[config.mk]
export PLATFORM = sky130hd
export DESIGN_NAME = zolc_top
export DESIGN_NICKNAME = d
export VERILOG_FILES = /design/src/rtl/zolc_pkg.sv /design/src/rtl/zolc_level.sv /design/src/rtl/zolc_top.sv
export SDC_FILE = /design/constraint.sdc
export NUM_CORES = 1
export LEC_CHECK = 0
export BUFFER_PORTS_ARGS = -buffer_cell sky130_fd_sc_hd__buf_2
export CAP_MARGIN = 20
export CORE_ASPECT_RATIO = 0.5
export CORE_MARGIN = 2
export CORE_UTILIZATION = 45
export DETAILED_ROUTE_END_ITERATION = 10
export GPL_TIMING_DRIVEN = 0
export PLACE_DENSITY = 0.71
export SLEW_MARGIN = 10
export SYNTH_ARGS = -nofsm -noshare
export SYNTH_HDL_FRONTEND = slang
export SYNTH_SLANG_ARGS = --single-unit
[constraint.sdc]
create_clock -name clk -period 24.7 [get_ports clk]
set_input_delay 4.94 -clock clk [delete_from_list [all_inputs] [get_ports clk]]
set_output_delay 4.94 -clock clk [all_outputs]
set_load 0.02 [all_outputs]
[src/rtl/zolc_pkg.sv]
// zolc_pkg: shared constants and types for the zero-overhead loop control.
// assumes one core clock and a 32-bit classic wishbone register port.
`default_nettype none
package zolc_pkg;
    // ------------------------------------------------------------
    // widths
    // ------------------------------------------------------------
    localparam int ZOLC_AW = 24;
    localparam int ZOLC_CW = 16;
    localparam int ZOLC_WB_AW = 5;
    // ------------------------------------------------------------
    // register byte offsets
    // ------------------------------------------------------------
    localparam logic [4:0] ZOLC_REG_CSR = 5'h00;
    localparam logic [4:0] ZOLC_REG_ACTIVE_SINGLE_REPEAT_COUNTER = 5'h04;
    localparam logic [4:0] ZOLC_REG_OUTER = 5'h08;
    localparam logic [4:0] ZOLC_REG_INNER = 5'h0C;
    localparam logic [4:0] ZOLC_REG_SHADOW = 5'h10;
    localparam logic [4:0] ZOLC_REG_STATUS = 5'h14;
    // ------------------------------------------------------------
    // status field positions and reset values
    // ------------------------------------------------------------
    localparam int ZOLC_ST_RPT = 0;
    localparam int ZOLC_ST_LVL0 = 1;
    localparam int ZOLC_ST_LVL1 = 2;
    localparam int ZOLC_ST_LOC0 = 3;
    localparam int ZOLC_ST_LOC1 = 4;
    localparam int ZOLC_ST_PEND = 5;
    localparam logic [15:0] ZOLC_CNT_RST = 16'h0000;
    // ------------------------------------------------------------
    // timing counts
    // ------------------------------------------------------------
    localparam logic [2:0] ZOLC_BR_OVH_CYC = 3'h5;
    localparam logic [1:0] ZOLC_LC_PEND_CYC = 2'h3;
    // ------------------------------------------------------------
    // decoded loop operations, one-hot except ZOLC_OP_NONE
    // ------------------------------------------------------------
    typedef enum logic [10:0] {
        ZOLC_OP_NONE = 11'h000,
        ZOLC_OP_RPT_K = 11'h001,
        ZOLC_OP_RPT_CSR = 11'h002,
        ZOLC_OP_RPT_CSR_TA = 11'h004,
        ZOLC_OP_RPT_CSR_K4 = 11'h008,
        ZOLC_OP_BLK_LOCAL = 11'h010,
        ZOLC_OP_BLK_STD = 11'h020,
        ZOLC_OP_BR_AUX = 11'h040,
        ZOLC_OP_WR_CSR = 11'h080,
        ZOLC_OP_WR_OUTER = 11'h100,
        ZOLC_OP_WR_INNER = 11'h200,
        ZOLC_OP_RD_LC = 11'h400
    } zolc_op_t;
    typedef enum logic [1:0] {
        ZOLC_RPT_IDLE = 2'h1,
        ZOLC_RPT_RUN = 2'h2
    } zolc_rpt_st_t;
    // ------------------------------------------------------------
    // carriers
    // ------------------------------------------------------------
    typedef struct packed {
        logic valid;
        zolc_op_t op;
        logic [ZOLC_CW-1:0] imm;
        logic [ZOLC_AW-1:0] addr;
        logic [ZOLC_AW-1:0] pc;
    } zolc_dec_t;
    typedef struct packed {
        logic valid;
        logic from_queue;
        logic [ZOLC_AW-1:0] target;
    } zolc_redir_t;
endpackage
`default_nettype wire

[src/rtl/zolc_level.sv]
// zolc_level: one block-repeat level with counter, bounds and optional shadow.
// assumes the top gates pc_valid so the outer level does not see an end address that the inner level hits.
`default_nettype none
module zolc_level #(
    parameter bit HAS_SHADOW = 1'b0
) (
    input wire logic clk,
    input wire logic rst,
    input wire logic start,
    input wire logic start_local,
    input wire logic [zolc_pkg::ZOLC_AW-1:0] start_pc,
    input wire logic [zolc_pkg::ZOLC_AW-1:0] end_pc,
    input wire logic wr_en,
    input wire logic [zolc_pkg::ZOLC_CW-1:0] wr_val,
    input wire logic pc_valid,
    input wire logic [zolc_pkg::ZOLC_AW-1:0] pc,
    output logic active,
    output logic local_mode,
    output logic hit,
    output logic end_seen,
    output logic [zolc_pkg::ZOLC_AW-1:0] loop_start,
    output logic [zolc_pkg::ZOLC_CW-1:0] count,
    output logic [zolc_pkg::ZOLC_CW-1:0] shadow
);
    import zolc_pkg::*;
    logic [ZOLC_AW-1:0] end_r;

    assign end_seen = active && pc_valid && (pc == end_r);
    assign hit = end_seen && (count != ZOLC_CNT_RST); // RQ22

    always_ff @(posedge clk or posedge rst) begin
        if (rst) begin
            active <= 1'b0;
            local_mode <= 1'b0;
            loop_start <= '0;
            end_r <= '0;
        end else if (start) begin
            active <= 1'b1;
            local_mode <= start_local;
            loop_start <= start_pc;
            end_r <= end_pc;
        end else if (end_seen && count == ZOLC_CNT_RST) begin
            active <= 1'b0; // RQ21
        end
    end

    // a write wins over the iteration decrement
    always_ff @(posedge clk or posedge rst) begin
        if (rst) begin
            count <= ZOLC_CNT_RST;
            shadow <= ZOLC_CNT_RST;
        end else if (wr_en) begin
            count <= wr_val;
            if (HAS_SHADOW) begin
                shadow <= wr_val; // RQ14
            end
        end else if (hit) begin
            count <= count - 16'h0001; // RQ13
        end else if (end_seen && HAS_SHADOW) begin
            count <= shadow; // RQ14
        end
    end
endmodule
`default_nettype wire

[src/rtl/zolc_top.sv]
// zolc_top: loop sequencing between instruction queue and execute pipeline.
// assumes decode holds its request until dec_ready and pulses exec_done once
// per executed iteration of a single-repeat instruction.
`default_nettype none
// How it works
// RQ1: repeats add no cycles, aux branch five
// RQ2: single repeat covers one slot, interruptible
// RQ3: repeat count from constant or computed register
// RQ4: computed count never decremented by iterations
// RQ5: copy computed count first, then decrement active
// RQ6: optional extension adds temp or k4 afterwards
// RQ7: newest computed count used at next start
// RQ8: local block repeat runs from instruction queue
// RQ9: software keeps local bodies within 56 bytes
// RQ10: standard block repeat always refetches memory
// RQ11: two nested block levels, no penalty
// RQ12: single repeats allowed inside either level
// RQ13: outer and inner levels own separate counters
// RQ14: shadow restores inner counter on restart
// RQ15: software initialises block counters outside loops
// RQ16: software initialises computed count once outside
// RQ17: software preloads aux pointer with n minus one
// RQ18: stall on competing loop-control register access
// RQ19: aux branch decrements pointer in address phase
// RQ20: constant loop-control writes in address phase
// RQ21: count n-1 runs body n times, falls through
// RQ22: end address with nonzero count jumps to start
module zolc_top (
    input wire logic clk,
    input wire logic rst,
    input wire logic wb_cyc_i,
    input wire logic wb_stb_i,
    input wire logic wb_we_i,
    input wire logic [zolc_pkg::ZOLC_WB_AW-1:0] wb_adr_i,
    input wire logic [3:0] wb_sel_i,
    input wire logic [31:0] wb_dat_i,
    output logic [31:0] wb_dat_o,
    output logic wb_ack_o,
    input wire zolc_pkg::zolc_dec_t dec,
    input wire logic exec_done,
    input wire logic irq_pending,
    input wire logic [zolc_pkg::ZOLC_CW-1:0] temp_addend_register,
    input wire logic [zolc_pkg::ZOLC_CW-1:0] aux_pointer,
    output logic dec_ready,
    output logic rpt_hold,
    output zolc_pkg::zolc_redir_t redir,
    output logic aux_wr,
    output logic [zolc_pkg::ZOLC_CW-1:0] aux_pointer_nxt
);
    import zolc_pkg::*;

    // ------------------------------------------------------------
    // decode acceptance and stall
    // ------------------------------------------------------------
    logic [ZOLC_CW-1:0] computed_repeat_count;
    logic [ZOLC_CW-1:0] active_single_repeat_counter;
    zolc_rpt_st_t rpt_st_r;
    logic [2:0] ovh_r;
    logic [1:0] lc_pend_r;
    logic take;
    logic is_lc_op;
    logic lc_conflict;
    logic rpt_start;
    logic [ZOLC_CW-1:0] rpt_load;

    function automatic logic touches_lc(input zolc_op_t op);
        touches_lc = (op == ZOLC_OP_WR_CSR) || (op == ZOLC_OP_WR_OUTER) || (op == ZOLC_OP_WR_INNER)
                     || (op == ZOLC_OP_RD_LC) || (op == ZOLC_OP_RPT_CSR) || (op == ZOLC_OP_RPT_CSR_TA)
                     || (op == ZOLC_OP_RPT_CSR_K4);
    endfunction

    function automatic logic is_rpt(input zolc_op_t op);
        is_rpt = (op == ZOLC_OP_RPT_K) || (op == ZOLC_OP_RPT_CSR) || (op == ZOLC_OP_RPT_CSR_TA)
                 || (op == ZOLC_OP_RPT_CSR_K4);
    endfunction

    assign is_lc_op = touches_lc(dec.op);
    assign lc_conflict = is_lc_op && (lc_pend_r != 2'h0); // RQ18
    // loop ops are refused while a repeat runs or branch overhead is paid
    assign take = dec.valid && (rpt_st_r == ZOLC_RPT_IDLE) && (ovh_r == 3'h0) && !lc_conflict;
    assign rpt_start = take && is_rpt(dec.op); // RQ12

    // ready goes low one cycle after a blocking event; decode must hold
    always_ff @(posedge clk or posedge rst) begin
        if (rst) begin
            dec_ready <= 1'b0;
        end else begin
            dec_ready <= !(rpt_start || (take && dec.op == ZOLC_OP_BR_AUX))
                         && (rpt_st_r == ZOLC_RPT_IDLE || (exec_done && active_single_repeat_counter == 16'h0000))
                         && (ovh_r <= 3'h1) && !(take && is_lc_op) && (lc_pend_r <= 2'h1); // RQ18
        end
    end

    // pending window after any taken loop-control op other than a read; bus writes open none
    always_ff @(posedge clk or posedge rst) begin
        if (rst) begin
            lc_pend_r <= 2'h0;
        end else if (take && is_lc_op && dec.op != ZOLC_OP_RD_LC) begin
            lc_pend_r <= ZOLC_LC_PEND_CYC; // RQ18
        end else if (lc_pend_r != 2'h0) begin
            lc_pend_r <= lc_pend_r - 2'h1;
        end
    end

    // ------------------------------------------------------------
    // single repeat
    // ------------------------------------------------------------
    always_comb begin
        rpt_load = computed_repeat_count; // RQ7
        if (dec.op == ZOLC_OP_RPT_K) begin
            rpt_load = dec.imm; // RQ3
        end
    end

    always_ff @(posedge clk or posedge rst) begin
        if (rst) begin
            rpt_st_r <= ZOLC_RPT_IDLE;
            active_single_repeat_counter <= ZOLC_CNT_RST;
        end else begin
            unique case (rpt_st_r)
                ZOLC_RPT_IDLE: begin
                    if (rpt_start) begin
                        active_single_repeat_counter <= rpt_load; // RQ5
                        rpt_st_r <= ZOLC_RPT_RUN;
                    end
                end
                ZOLC_RPT_RUN: begin
                    if (exec_done) begin
                        if (active_single_repeat_counter == 16'h0000) begin
                            rpt_st_r <= ZOLC_RPT_IDLE; // RQ21
                        end else begin
                            active_single_repeat_counter <= active_single_repeat_counter - 16'h0001; // RQ5
                        end
                    end
                end
            endcase
        end
    end

    // hold drops while an interrupt is pending; counter keeps its place
    always_ff @(posedge clk or posedge rst) begin
        if (rst) begin
            rpt_hold <= 1'b0;
        end else begin
            rpt_hold <= (rpt_start || (rpt_st_r == ZOLC_RPT_RUN
                         && !(exec_done && active_single_repeat_counter == 16'h0000))) && !irq_pending; // RQ2 RQ1
        end
    end

    // ------------------------------------------------------------
    // computed count register
    // ------------------------------------------------------------
    logic bus_wr;
    logic [31:0] bus_wdat;

    // iterations never touch this register; only writes and the extension
    always_ff @(posedge clk or posedge rst) begin
        if (rst) begin
            computed_repeat_count <= ZOLC_CNT_RST;
        end else if (take && dec.op == ZOLC_OP_WR_CSR) begin
            computed_repeat_count <= dec.imm; // RQ20
        end else if (take && dec.op == ZOLC_OP_RPT_CSR_TA) begin
            computed_repeat_count <= computed_repeat_count + temp_addend_register; // RQ6
        end else if (take && dec.op == ZOLC_OP_RPT_CSR_K4) begin
            computed_repeat_count <= computed_repeat_count + {12'h000, dec.imm[3:0]}; // RQ6
        end else if (bus_wr && wb_adr_i == ZOLC_REG_CSR) begin
            computed_repeat_count <= bus_wdat[15:0]; // RQ7 RQ4
        end
    end

    // ------------------------------------------------------------
    // block repeat levels
    // ------------------------------------------------------------
    logic l0_active, l1_active, l0_local, l1_local;
    logic l0_hit, l1_hit, l0_end, l1_end;
    logic [ZOLC_AW-1:0] l0_start, l1_start;
    logic [ZOLC_CW-1:0] outer_block_counter, inner_block_counter, inner_count_shadow;
    logic blk_start, blk_local;
    logic l0_wr, l1_wr;
    logic [ZOLC_CW-1:0] l0_wval, l1_wval;

    assign blk_local = (dec.op == ZOLC_OP_BLK_LOCAL); // RQ8
    assign blk_start = take && (blk_local || dec.op == ZOLC_OP_BLK_STD);
    assign l0_wr = (take && dec.op == ZOLC_OP_WR_OUTER) || (bus_wr && wb_adr_i == ZOLC_REG_OUTER); // RQ20
    assign l1_wr = (take && dec.op == ZOLC_OP_WR_INNER) || (bus_wr && wb_adr_i == ZOLC_REG_INNER); // RQ20
    assign l0_wval = (take && dec.op == ZOLC_OP_WR_OUTER) ? dec.imm : bus_wdat[15:0];
    assign l1_wval = (take && dec.op == ZOLC_OP_WR_INNER) ? dec.imm : bus_wdat[15:0];

    zolc_level #(.HAS_SHADOW(1'b0)) u_outer (
        .clk(clk),
        .rst(rst),
        .start(blk_start && !l0_active), // RQ11
        .start_local(blk_local),
        .start_pc(dec.pc),
        .end_pc(dec.addr),
        .wr_en(l0_wr),
        .wr_val(l0_wval),
        .pc_valid(dec.valid && !l1_hit),
        .pc(dec.pc),
        .active(l0_active),
        .local_mode(l0_local),
        .hit(l0_hit),
        .end_seen(l0_end),
        .loop_start(l0_start),
        .count(outer_block_counter),
        .shadow()
    );

    zolc_level #(.HAS_SHADOW(1'b1)) u_inner (
        .clk(clk),
        .rst(rst),
        .start(blk_start && l0_active && !l1_active), // RQ11
        .start_local(blk_local),
        .start_pc(dec.pc),
        .end_pc(dec.addr),
        .wr_en(l1_wr),
        .wr_val(l1_wval),
        .pc_valid(dec.valid),
        .pc(dec.pc),
        .active(l1_active),
        .local_mode(l1_local),
        .hit(l1_hit),
        .end_seen(l1_end),
        .loop_start(l1_start),
        .count(inner_block_counter),
        .shadow(inner_count_shadow)
    );

    // ------------------------------------------------------------
    // redirect and aux-pointer branch
    // ------------------------------------------------------------
    // inner level is checked first so an inner end inside the outer body wins
    always_ff @(posedge clk or posedge rst) begin
        if (rst) begin
            redir <= '0;
        end else if (l1_hit) begin
            redir <= '{valid: 1'b1, from_queue: l1_local, target: l1_start}; // RQ22 RQ8 RQ10
        end else if (l0_hit) begin
            redir <= '{valid: 1'b1, from_queue: l0_local, target: l0_start}; // RQ22 RQ8 RQ10
        end else if (take && dec.op == ZOLC_OP_BR_AUX && aux_pointer != 16'h0000) begin
            redir <= '{valid: 1'b1, from_queue: 1'b0, target: dec.addr};
        end else begin
            redir <= '0;
        end
    end

    always_ff @(posedge clk or posedge rst) begin
        if (rst) begin
            aux_wr <= 1'b0;
            aux_pointer_nxt <= '0;
        end else begin
            aux_wr <= take && dec.op == ZOLC_OP_BR_AUX; // RQ19
            if (take && dec.op == ZOLC_OP_BR_AUX) begin
                aux_pointer_nxt <= aux_pointer - 16'h0001; // RQ19 RQ17
            end
        end
    end

    // branch overhead is paid as blocked decode cycles
    always_ff @(posedge clk or posedge rst) begin
        if (rst) begin
            ovh_r <= 3'h0;
        end else if (take && dec.op == ZOLC_OP_BR_AUX) begin
            ovh_r <= ZOLC_BR_OVH_CYC; // RQ1
        end else if (ovh_r != 3'h0) begin
            ovh_r <= ovh_r - 3'h1;
        end
    end

    // ------------------------------------------------------------
    // wishbone slave
    // ------------------------------------------------------------
    logic [31:0] rd_mux;
    logic [31:0] status;

    function automatic logic [31:0] merge_sel(input logic [31:0] old, input logic [31:0] nw,
                                              input logic [3:0] sel);
        logic [31:0] r;
        r = old;
        for (int i = 0; i < 4; i++) begin
            if (sel[i]) begin
                r[8*i +: 8] = nw[8*i +: 8];
            end
        end
        merge_sel = r;
    endfunction

    assign bus_wr = wb_cyc_i && wb_stb_i && wb_we_i && !wb_ack_o;
    assign status = {26'h0, (lc_pend_r != 2'h0), l1_local, l0_local, l1_active, l0_active,
                     (rpt_st_r == ZOLC_RPT_RUN)};

    always_comb begin
        unique case (wb_adr_i)
            ZOLC_REG_CSR: rd_mux = {16'h0000, computed_repeat_count};
            ZOLC_REG_ACTIVE_SINGLE_REPEAT_COUNTER: rd_mux = {16'h0000, active_single_repeat_counter};
            ZOLC_REG_OUTER: rd_mux = {16'h0000, outer_block_counter};
            ZOLC_REG_INNER: rd_mux = {16'h0000, inner_block_counter};
            ZOLC_REG_SHADOW: rd_mux = {16'h0000, inner_count_shadow};
            ZOLC_REG_STATUS: rd_mux = status;
            default: rd_mux = 32'h0000_0000;
        endcase
    end

    always_comb begin
        bus_wdat = merge_sel(rd_mux, wb_dat_i, wb_sel_i);
    end

    // one wait state; unmapped addresses still ack and read zero
    always_ff @(posedge clk or posedge rst) begin
        if (rst) begin
            wb_ack_o <= 1'b0;
            wb_dat_o <= 32'h0000_0000;
        end else begin
            wb_ack_o <= wb_cyc_i && wb_stb_i && !wb_ack_o;
            wb_dat_o <= rd_mux;
        end
    end
endmodule
`default_nettype wire

Word level (Yosys, flattened, before mapping)
Index checks and enable logic that the tools add are counted.
- input port bits: 156
- word-level logic and storage cells: 178
- register bits after elaboration: 265
- multiplexer cells: 34
- equality and inequality tests: 25
- add/sub/neg operators: 8
- reductions and logical operators: 84
- order comparisons: 2
- operators by type and width (cell ; number):
    16-bit 2-to-1 mux ; 15
    16-bit one-hot mux with 6 select lines ; 1
    26-bit 2-to-1 mux ; 3
    16-bit by 1-bit subtractor with 16-bit output, second input constant ; 4
    24-bit equality test ; 2
    16-bit zero test ; 3
    16-bit nonzero test ; 3
    1-bit logical AND ; 41
    16-bit one-hot mux with 2 select lines ; 1
    16-bit adder ; 1
    16-bit by 4-bit adder with 16-bit output ; 1
    8-bit 2-to-1 mux ; 2
    1-bit logical OR ; 15
    2-bit nonzero test ; 6
    11-bit by 1-bit equality test with 1-bit output, second input constant ; 1
    11-bit by 10-bit equality test with 1-bit output, second input constant ; 1
    11-bit equality test, second input constant ; 1
    11-bit by 2-bit equality test with 1-bit output, second input constant ; 1
    11-bit by 3-bit equality test with 1-bit output, second input constant ; 1
    11-bit by 4-bit equality test with 1-bit output, second input constant ; 1
    11-bit by 5-bit equality test with 1-bit output, second input constant ; 1
    11-bit by 6-bit equality test with 1-bit output, second input constant ; 1
    11-bit by 7-bit equality test with 1-bit output, second input constant ; 1
    11-bit by 8-bit equality test with 1-bit output, second input constant ; 1
    other kinds (23) ; 45

Longest topological paths before layout
Gate-level depths: netlist (run 1).
- word-level depth: 17
- depth in mapped cells: 13
- mapped depth without buffers: 11

Cells and area by module
From an unflattened synthesis (run 1), not the netlist that was laid out.
- cells, all modules: 1601
- area total of the unflattened synthesis: 15329.7 um2
- modules (own cells, without submodules) (module ; instances ; area an instance (um2) ; cells each ; seq. area each (um2)):
    zolc_top ; 1 ; 7911.3 ; 954 ; 2528.7
    zolc_level (u_inner) ; 1 ; 3997.6 ; 344 ; 2052.0
    zolc_level (u_outer) ; 1 ; 3420.8 ; 303 ; 1651.6

Least setup slack after synthesis (run 1)
OpenSTA, ideal clock, no wires.
- path type: input to register
- start point: input port dec[65] in the netlist's numbering
- end point: register u_outer.loop_start[0] in the netlist's numbering
- setup time: 0.125 ns
- cell stages on the path: 7
- arrival: 7.404 ns
- slack: 17.171 ns
- path through: or4_1 -> or3_1 -> or4_1 -> nor3_1 -> buf_2 -> buf_2 -> mux2_2
- word-level cells in the longest chain between the ends: 12
- RTL lines (element ; RTL line ; text):
    start: declaration ; zolc_top.sv:39 ; input wire zolc_pkg::zolc_dec_t dec,
    11-bit by 8-bit equality test with 1-bit output or 11-bit by 9-bit equality test with 1-bit output (tied branches) ; zolc_top.sv:67 ; touches_lc = (op == ZOLC_OP_WR_CSR) || (op == ZOLC_OP_WR_OUTER) || (op == ZOLC_OP_WR_INNER)
    1-bit logical OR (2 in a row) ; zolc_top.sv:67 ;
    1-bit logical OR (3 in a row) ; zolc_top.sv:68 ; || (op == ZOLC_OP_RD_LC) || (op == ZOLC_OP_RPT_CSR) || (op == ZOLC_OP_RPT_CSR_TA)
    1-bit logical OR ; zolc_top.sv:69 ; || (op == ZOLC_OP_RPT_CSR_K4);
    1-bit logical AND ; zolc_top.sv:78 ; assign lc_conflict = is_lc_op && (lc_pend_r != 2'h0);
    1-bit zero test ; zolc_top.sv:80 ; assign take = dec.valid && (rpt_st_r == ZOLC_RPT_IDLE) && (ovh_r == 3'h0) && !lc_conflict;
    1-bit logical AND ; zolc_top.sv:80 ;
    1-bit logical AND * ; zolc_top.sv:183 ; assign blk_start = take && (blk_local || dec.op == ZOLC_OP_BLK_STD);
    1-bit logical AND * ; zolc_top.sv:192 ; .start(blk_start && !l0_active),
    end signal: assignment ; zolc_level.sv:40 ; loop_start <= start_pc;
    end: declaration ; zolc_level.sv:21 ; output logic [zolc_pkg::ZOLC_AW-1:0] loop_start,
Mark *: on every way between the ends. The rest lies on a longest branch, timed or not.
A chain may end at the register's enable or synchronous reset.

Worst setup path in the final report (run 1)
- start point: input port dec[69] in the netlist's numbering
- end point: register u_inner.count[1] in the netlist's numbering
- word-level cells in the longest chain between the ends: 13
- RTL lines (element ; RTL line ; text):
    11-bit by 8-bit equality test with 1-bit output or 11-bit by 9-bit equality test with 1-bit output (tied branches) ; zolc_top.sv:67 ;
    1-bit logical OR (2 in a row) ; zolc_top.sv:67 ;
    1-bit logical OR (3 in a row) ; zolc_top.sv:68 ;
    1-bit logical OR ; zolc_top.sv:69 ;
    1-bit logical AND ; zolc_top.sv:78 ;
    1-bit zero test ; zolc_top.sv:80 ;
    1-bit logical AND ; zolc_top.sv:80 ;
    1-bit logical AND * ; zolc_top.sv:185, zolc_top.sv:187 ;
    16-bit 2-to-1 mux or 1-bit logical OR (tied branches) ; zolc_top.sv:187, zolc_top.sv:185 ;
    16-bit 2-to-1 mux or 3-bit nonzero test (tied branches) ; -- ;
    end signal: assignment ; zolc_level.sv:53 ; count <= wr_val;
    end signal: assignment ; zolc_level.sv:58 ; count <= count - 16'h0001;
    end signal: assignment ; zolc_level.sv:60 ; count <= shadow;
    end: declaration ; zolc_level.sv:22 ; output logic [zolc_pkg::ZOLC_CW-1:0] count,
Marked as above.

==> results.md, run 1 <==
- TNS Setup: 0 ns
- Worst reg2reg setup slack: ~21 ns
- Critical path class: in2reg
- Unrepaired setup endpoints after global routing: no
- Reg-to-Reg End: redir[6]
- Clock period minus worst slack: between 7 and 8 ns
- Fmax: about 130 MHz
- Final cycle utilization of the critical path: 31.4%
- Count of flip-flops with a built-in enable after synthesis: 0
- Starting DRC count in detailed routing: around 1.3k
- Pins over their slew limit: 0
- Area growth from synthesis to final layout: 17.3%
- Highest cell delay on the worst timing path: around 0.56 ns
- Static Leak: a little over 8 nW
- Total count of hold-check failures in the final report: 0
- Share of Yosys cell area claimed by the top area cell type: between 40 and 50%
- Seq/Total Area, Yosys: between 40% and 50%
- Violated checks: DRC
- Number of hold-repair buffers added at the cts stage: 0
- Worst-case hold path end point: wb_ack_o
- Vias in the first global route: between 10k and 15k
- Proportion of layout cells with a drive suffix above 1: between 20 and 25%
- Largest area contributor in the netlist: dfrtp_1
- Wire length of the first global-routing pass: ~71000 µm
- Synth area leaders: dfrtp_1 (43%), mux2_2 (8.0%), xnor2_1 (5.5%), a21oi_1 (3.7%), mux2i_1 (3.1%)
- Max Root-Sink Buffers: 3
- Maximum level of the CTS H-tree: 1
- Ys Warns: 0
- Initial standard-cell utilization of the core: 45.6%
- Number of cells on the worst reg-to-reg path: 8
- Post-synthesis cell area: 0.0144 mm²
- Number of nets in the layout: around 1.9k
- Per-cell routed wire length: between 20 and 25 µm
- Min-delay worst type: reg2reg
- Hold WS: 0.476 ns
- DRC violations left: 1
- Count of buffers added by post-CTS timing repair for setup: 0
- TritonCTS clock tree: built
- Critical path arrival: slightly above 8 ns
- Horizontal extent of the die: roughly 260 µm
- Final wirelength: about 47000 µm
- Number of primary I/O pins: approximately 230
- Number of cells on the worst hold path: 1
- HPWL after detailed placement: about 35000 µm
- Synthesized netlist cell count: around 1.5k
- Distinct cell type count after synthesis: 80
- Transition time at the pin with the least slew margin: ~1.1 ns
- IR Drop Worst-Case VDD: around 0.043 mV
- Max-cap check violation count: 0
- Root cell of the clock tree: clkbuf_16
- Number of nets with antenna violations after detailed routing: 0
- Required time of the worst setup path: between 20 and 30 ns
- Critical path endpoint category: flip-flop
- Critical-path maximum fanout: 10
- Most frequent standard cell in the layout excluding fill and tap cells: dfrtp_1
- Overall Global Routing Usage: between 20 and 30%
- Detailed-routing iteration count for the pre-antenna-repair pass: 11
- Slew Limit Headroom: 24.5%
- Leading register cell type out of synthesis: dfrtp_1
- Reg2Reg Launch Point: u_inner.count[3]
- Clock sinks: approximately 250
- Max stage delay cell, worst path: or4_4
- Count of instances resized after the clock tree is built: 0
- Number of buffers added by the clock tree synthesis step: 25
- Full die area: roughly 0.034 mm²
- Count of state elements after synthesis: roughly 250
- Number of antenna violations at the first check in global routing: 3
- Overflow left after global routing: 0
- Pin count of the biggest net entering global routing: 103
- Share of async-settable or async-resettable flops after synthesis: 100%
- Highest-count cells in the layout ignoring fill and taps: dfrtp_1 (248), buf_2 (219), nor2_1 (120)
- Final worst clock skew: just over 0.01 ns
- Total number of placement rows: 46
- Most numerous cell on the critical path: buf_2
- Status: complete, but fails checks
- Floorplan Core Area: around 0.032 mm²
- Via density: between 5 and 6
- Routability congestion estimate from global placement: a little over 1
- Port Buffer Count: 198
- Start point of the worst min-delay path: wb_ack_o
- Number of setup violations in the final report: 0
- Worst path cell trace: buf_2 > or4_4 > or3_4 > or3_1 > a21o_1 > nand4_1 > and3_1 > clkbuf_1 > buf_2 > a22oi_1
- Clock-pin slew on the worst setup and hold paths: roughly 0.070 ns
- Cell area power density: between 50 and 60 mW/mm²
- Worst-skew pair later-pin latency: approximately 0.56 ns
- Routed vias: 12.8k
- Height of the die: around 130 µm
- Category of the worst setup path launch point: input port
- Synthesized area per cell: around 9.7 µm²
through the flow:
stage | power, mW | setup WS (ns) | cells | area, µm² | util, %
floorplan | 0.543 | 12.92 | 1500 | 14500 | -
detailed placement | 0.603 | 16.47 | 2133 | 16100 | 50.9
finish | 0.990 | 16.96 | 2181 | 16900 | 53.5
CTS | 0.992 | 17.04 | 2177 | 16900 | 53.5
global placement | 0.599 | 10.08 | 2130 | 16000 | 50.7
global route | 1.03 | 16.91 | 2181 | 16900 | 53.5
cell type report:
cell class | count | area, µm²
Fill cell | 2867 | 14700
Multi-Input combinational cell | 1118 | 7640
Sequential cell | 249 | 6230
Timing Repair Buffer | 202 | 1060
Clock buffer | 33 | 696
Tap cell | 432 | 541
Buffer | 98 | 467
Inverter | 35 | 139
Clock inverter | 11 | 126
Antenna cell | 3 | 7.51
where the power goes:
group,switching (mW),internal (mW)
registers,0.0303,0.425
clock network,0.170,0.220
logic,0.0860,0.0594
total,0.286,0.705
how the worst max path moves through the flow:
stage,start,to,slack (ns),cells past startpoint
after floorplan,rst,active_single_repeat_counter[0],12.92,1
after global placement,rst,u_inner.count[14],10.08,2
after detailed placement,dec[65],u_outer.loop_start[0],16.47,8
after CTS,dec[65],u_outer.loop_start[1],17.04,8
after global routing,dec[64],u_outer.loop_start[0],16.91,8
final,dec[69],u_inner.count[1],16.96,10
registers in the layout (all words and copies together), names as in the netlist, 24 cells and up:
register / flops
redir: 26
u_inner.end_r: 24
u_inner.loop_start: 24
u_outer.end_r: 24
u_outer.loop_start: 24
routing by layer:
metal	track usage [%]	share of wire (%)
met5	0	0
met4	10.6	4.0
met3	6.02	9.6
met2	44.8	46
met1	36.6	41
synth_stat cells, drive strengths merged, types with 4 or more instances:
library cell and count:
nor3 50, a2bb2oi 8, a211oi 7, a211o 4, a21o 12, nand2 100
a22oi 34, a222oi 9, and4 4, o211ai 6, o22ai 39, nor3b 6
nand3b 6, dfrtp 248, o22a 4, mux2 104, o31ai 4, a31oi 12
nand2b 11, ha 30, or3 23, and2 4, o21bai 4, o21ai 79
clkbuf 57, o21a 8, inv 35, xnor2 90, or2 6, or4 11
nand4 14, a21oi 107, nor2 122, nor2b 12, buf 41, xor2 32
and3 7, nand3 30, mux2i 45, nor4 23
logic make-up (layout without fill, tap and decap cells):
group           after synthesis  in the layout  share of synthesized area [%]
compound gates              362            362                           15.9
xor+xnor                    122            122                           7.41
fa+ha+maj                    32             32                           2.88
buf+inv                     133            379                           4.15
flops                       249            249                           43.2
mux                         149            149                           11.2
other cells                   1             19                         0.0260
simple gates                437            437                           15.2
critical path: cells and delay by family:
kind / cells / cell delay (ns)
and+or+nand+nor: 5 / 1.86
AOI/OAI and AO/OA: 2 / 0.37
buffers and inverters: 3 / 1.00
No activity file was read; power rests on OpenSTA's default activity.
==> inputs of run 2 (changes only) <==
--- a/config.mk
+++ b/config.mk
@@ -12,7 +12,7 @@
 export CORE_UTILIZATION = 45
 export DETAILED_ROUTE_END_ITERATION = 10
 export GPL_TIMING_DRIVEN = 0
-export PLACE_DENSITY = 0.71
+export PLACE_DENSITY = 0.73
 export SLEW_MARGIN = 10
 export SYNTH_ARGS = -nofsm -noshare
 export SYNTH_HDL_FRONTEND = slang
==> constraint.sdc (replaced) <==
create_clock -name clk -period 6.7 [get_ports clk]
set_input_delay 1.34 -clock clk [delete_from_list [all_inputs] [get_ports clk]]
set_output_delay 1.34 -clock clk [all_outputs]
set_load 0.02 [all_outputs]
==> run 2 against run 1 <==
The flow now finishes without violations; global-route usage barely moved; worst hold slack got worse by 0.0053 ns; register-to-register slack got worse by 18 ns; wire length decreased by 0.55%; die area unchanged; non-clock buffer count increased by 6; critical path depth shrank 2; cell count rose by 0.37%; combinational power grew to 3.7 times the previous value; clock-buffer cell count is 3 lower; first-iteration DRC count fell by 3.9%; clock skew increased by 0.0048 ns; largest cell class unchanged; largest power group unchanged.
==> results.md, run 2 (synthesis gave the netlist of run 1 again) <==
- Status: complete, no violations
- Max reg flops: 26 (unchanged)
- Hold WS: 0.471 ns (-0.00529 ns)
- Cell area power density: 218 mW/mm² (+270%)
- Max-cap check violation count: 0 (unchanged)
- Static Leak: 8.11 nW (+0.82%)
- Initial standard-cell utilization of the core: 45.6% (unchanged)
- Pins over their slew limit: 0 (unchanged)
- Final wirelength: 47000 µm (-0.55%)
- Root cell of the clock tree: clkbuf_16
- Switching power as a share of total power: 28.9% (about the same)
- Number of nets in the layout: 1923 (+0.31%)
- P_int: 2.64 mW (+270%)
- Final worst clock skew: 0.0149 ns (+0.00477 ns)
- Routability congestion estimate from global placement: 1.00 (-1.7%)
- Number of nets with antenna violations after detailed routing: 0 (unchanged)
- Utilization after layout: 53.9% (+0.40 points)
- Fmax: between 200 and 250 MHz
- Height of the die: 131 µm (unchanged)
- Critical path endpoint category: flip-flop
- Slew Limit Headroom: 18.1% (-6.4 points)
- Per-cell routed wire length: 21.5 µm (-0.91%)
- Wire length of the first global-routing pass: 71800 µm (+0.93%)
- Pin count of the biggest net entering global routing: 40 (-61%)
- Port Buffer Count: 198 (unchanged)
- Worst-skew pair later-pin latency: 0.57 ns (about the same)
- Count of instances resized after the clock tree is built: 0 (unchanged)
- Count of buffers added by post-CTS timing repair for setup: 0 (unchanged)
- Share of total power in sequential cells: 45.2% (-0.8 points)
- Vias in the first global route: 12.5k (+3.9%)
- Number of hold-repair buffers added at the cts stage: 0 (unchanged)
- Switching Power: 1.07 mW (+280%)
- Final cycle utilization of the critical path: about three fifths
- Critical path arrival: 4.51 ns (-3.66 ns)
- Number of setup violations in the final report: 0 (unchanged)
- Total number of placement rows: 46 (unchanged)
- Final design area excluding fillers: 0.0170 mm² (+0.74%)
- Register with the most flip-flops: redir
- Most frequent standard cell in the layout excluding fill and tap cells: dfrtp_1
- Required time of the worst setup path: 7.15 ns (-17.98 ns)
- Floorplan Core Area: 0.0316 mm² (unchanged)
- Full die area: 0.0336 mm² (unchanged)
- Fill count: 2846 (-0.73%)
- Number of antenna violations at the first check in global routing: 4 (+1)
- Max Root-Sink Buffers: 3 (unchanged)
- TritonCTS clock tree: built
- Overall Global Routing Usage: 27.6% (about the same)
- Via density: 5.93 (+1.2%)
- Placement-stage cell area: 0.0162 mm² (+0.54%)
- Clock-pin slew on the worst setup and hold paths: 0.07 ns (about the same)
- Min-delay worst type: reg2reg
- HPWL after detailed placement: 35400 µm (+0.37%)
- Number of buffers added by the clock tree synthesis step: 25 (unchanged)
- Total count of hold-check failures in the final report: 0 (unchanged)
- Share of power burned in the clock network: 40.1% (+0.7 points)
- Maximum level of the CTS H-tree: 1 (unchanged)
- Overflow left after global routing: 0 (unchanged)
- DRC violations left: 0 (-1)
- Critical path class: in2reg
- IR Drop Worst-Case VDD: 0.177 mV (+310%)
- Number of primary I/O pins: 234 (unchanged)
- Horizontal extent of the die: 257 µm (unchanged)
- Highest-count cells in the layout ignoring fill and taps: dfrtp_1 (248), buf_2 (220), nor2_1 (120)
- Detailed-routing iteration count for the pre-antenna-repair pass: 9 (-2)
- Area growth from synthesis to final layout: 18.1%
- TNS Setup: 0 ns (unchanged)
- Routed vias: 13.0k (+1.6%)
- Transition time at the pin with the least slew margin: 1.22 ns (+0.0879 ns)
- Unrepaired setup endpoints after global routing: no
- Critical-path maximum fanout: 10 (unchanged)
- Power share of the combinational group: 14.6% (about the same)
- Clock period minus worst slack: 4.06 ns
- Clock sinks: 249 (unchanged)
- Proportion of layout cells with a drive suffix above 1: 23.7% (+0.52 points)
- Starting DRC count in detailed routing: 1270 (-3.9%)
- Category of the worst setup path launch point: input port
- Post-layout total power: 3.71 mW (+270%)
-- run 2: cell types whose count changed in the layout (fill, tap and decap cells not counted) --
cell,previous run,this run
clkinvlp_4,1,2
buf_12,0,7
clkinv_2,6,10
bufinv_16,2,3
buf_16,2,0
clkbuf_1,61,58
inv_8,1,0
buf_2,219,220
-- run 2: critical path: stages --
cell and delay, ns:
buf_2 0.14, or4_1 0.58, or3_1 0.38, or4_1 0.54, nor3_1 0.44, buf_2 0.36
buf_2 0.36, mux2_2 0.37
-- run 2: power groups by stage --
stage	sequential, mW	clock, mW	combinational (mW)
after global routing	1.68	1.57	0.596
final	1.68	1.49	0.543
after detailed placement	1.70	0	0.530
after CTS	1.67	1.51	0.534
after floorplan	1.65	0	0.348
after global placement	1.70	0	0.513
-- run 2: worst paths after layout --
path	cells past startpoint	startpoint	endpoint	slack, ns
max	8	dec[64]	u_outer.loop_start[3]	2.64
min	1	wb_ack_o	wb_ack_o	0.47
max reg2reg	9	u_inner.count[3]	redir[14]	2.67
min reg2reg	1	wb_ack_o	wb_ack_o	0.47
max in group asynchronous	5	rst	computed_repeat_count[11]	4.82
min in group asynchronous	2	rst	aux_pointer_nxt[9]	0.86
-- run 2: metrics by stage --
stage | setup slack, ns | std cells
6_report | 2.64 | 2189
5_1_grt | 2.49 | 2188
4_1_cts | 2.67 | 2185
3_5_place_dp | 2.10 | 2139
3_3_place_gp | 0.534 | 2130
2_1_floorplan | 2.09 | 1500
-- run 2: layout make-up --
cell class                      count  area, µm²  area share (%)
Clock inverter                     16        176            1.04
Antenna cell                        3       7.51          0.0441
Tap cell                          432        541            3.17
Sequential cell                   249       6230            36.6
Inverter                           35        135           0.793
Timing Repair Buffer              208       1150            6.73
Buffer                             98        467            2.74
Multi-Input combinational cell   1118       7640            44.9
Clock buffer                       30        684            4.02
-- run 2: per-layer routing --
layer  part of all wire, %  vias up  wire [µm]  global-route usage, %
met4                   4.9        2       2290                   12.9
met3                   9.4      157       4440                   6.37
met1                    40     6247      19000                   36.1
li1                      -     5873          -                      -
met2                    45      702      21200                   44.1
met5                 0.023        -         11                      0
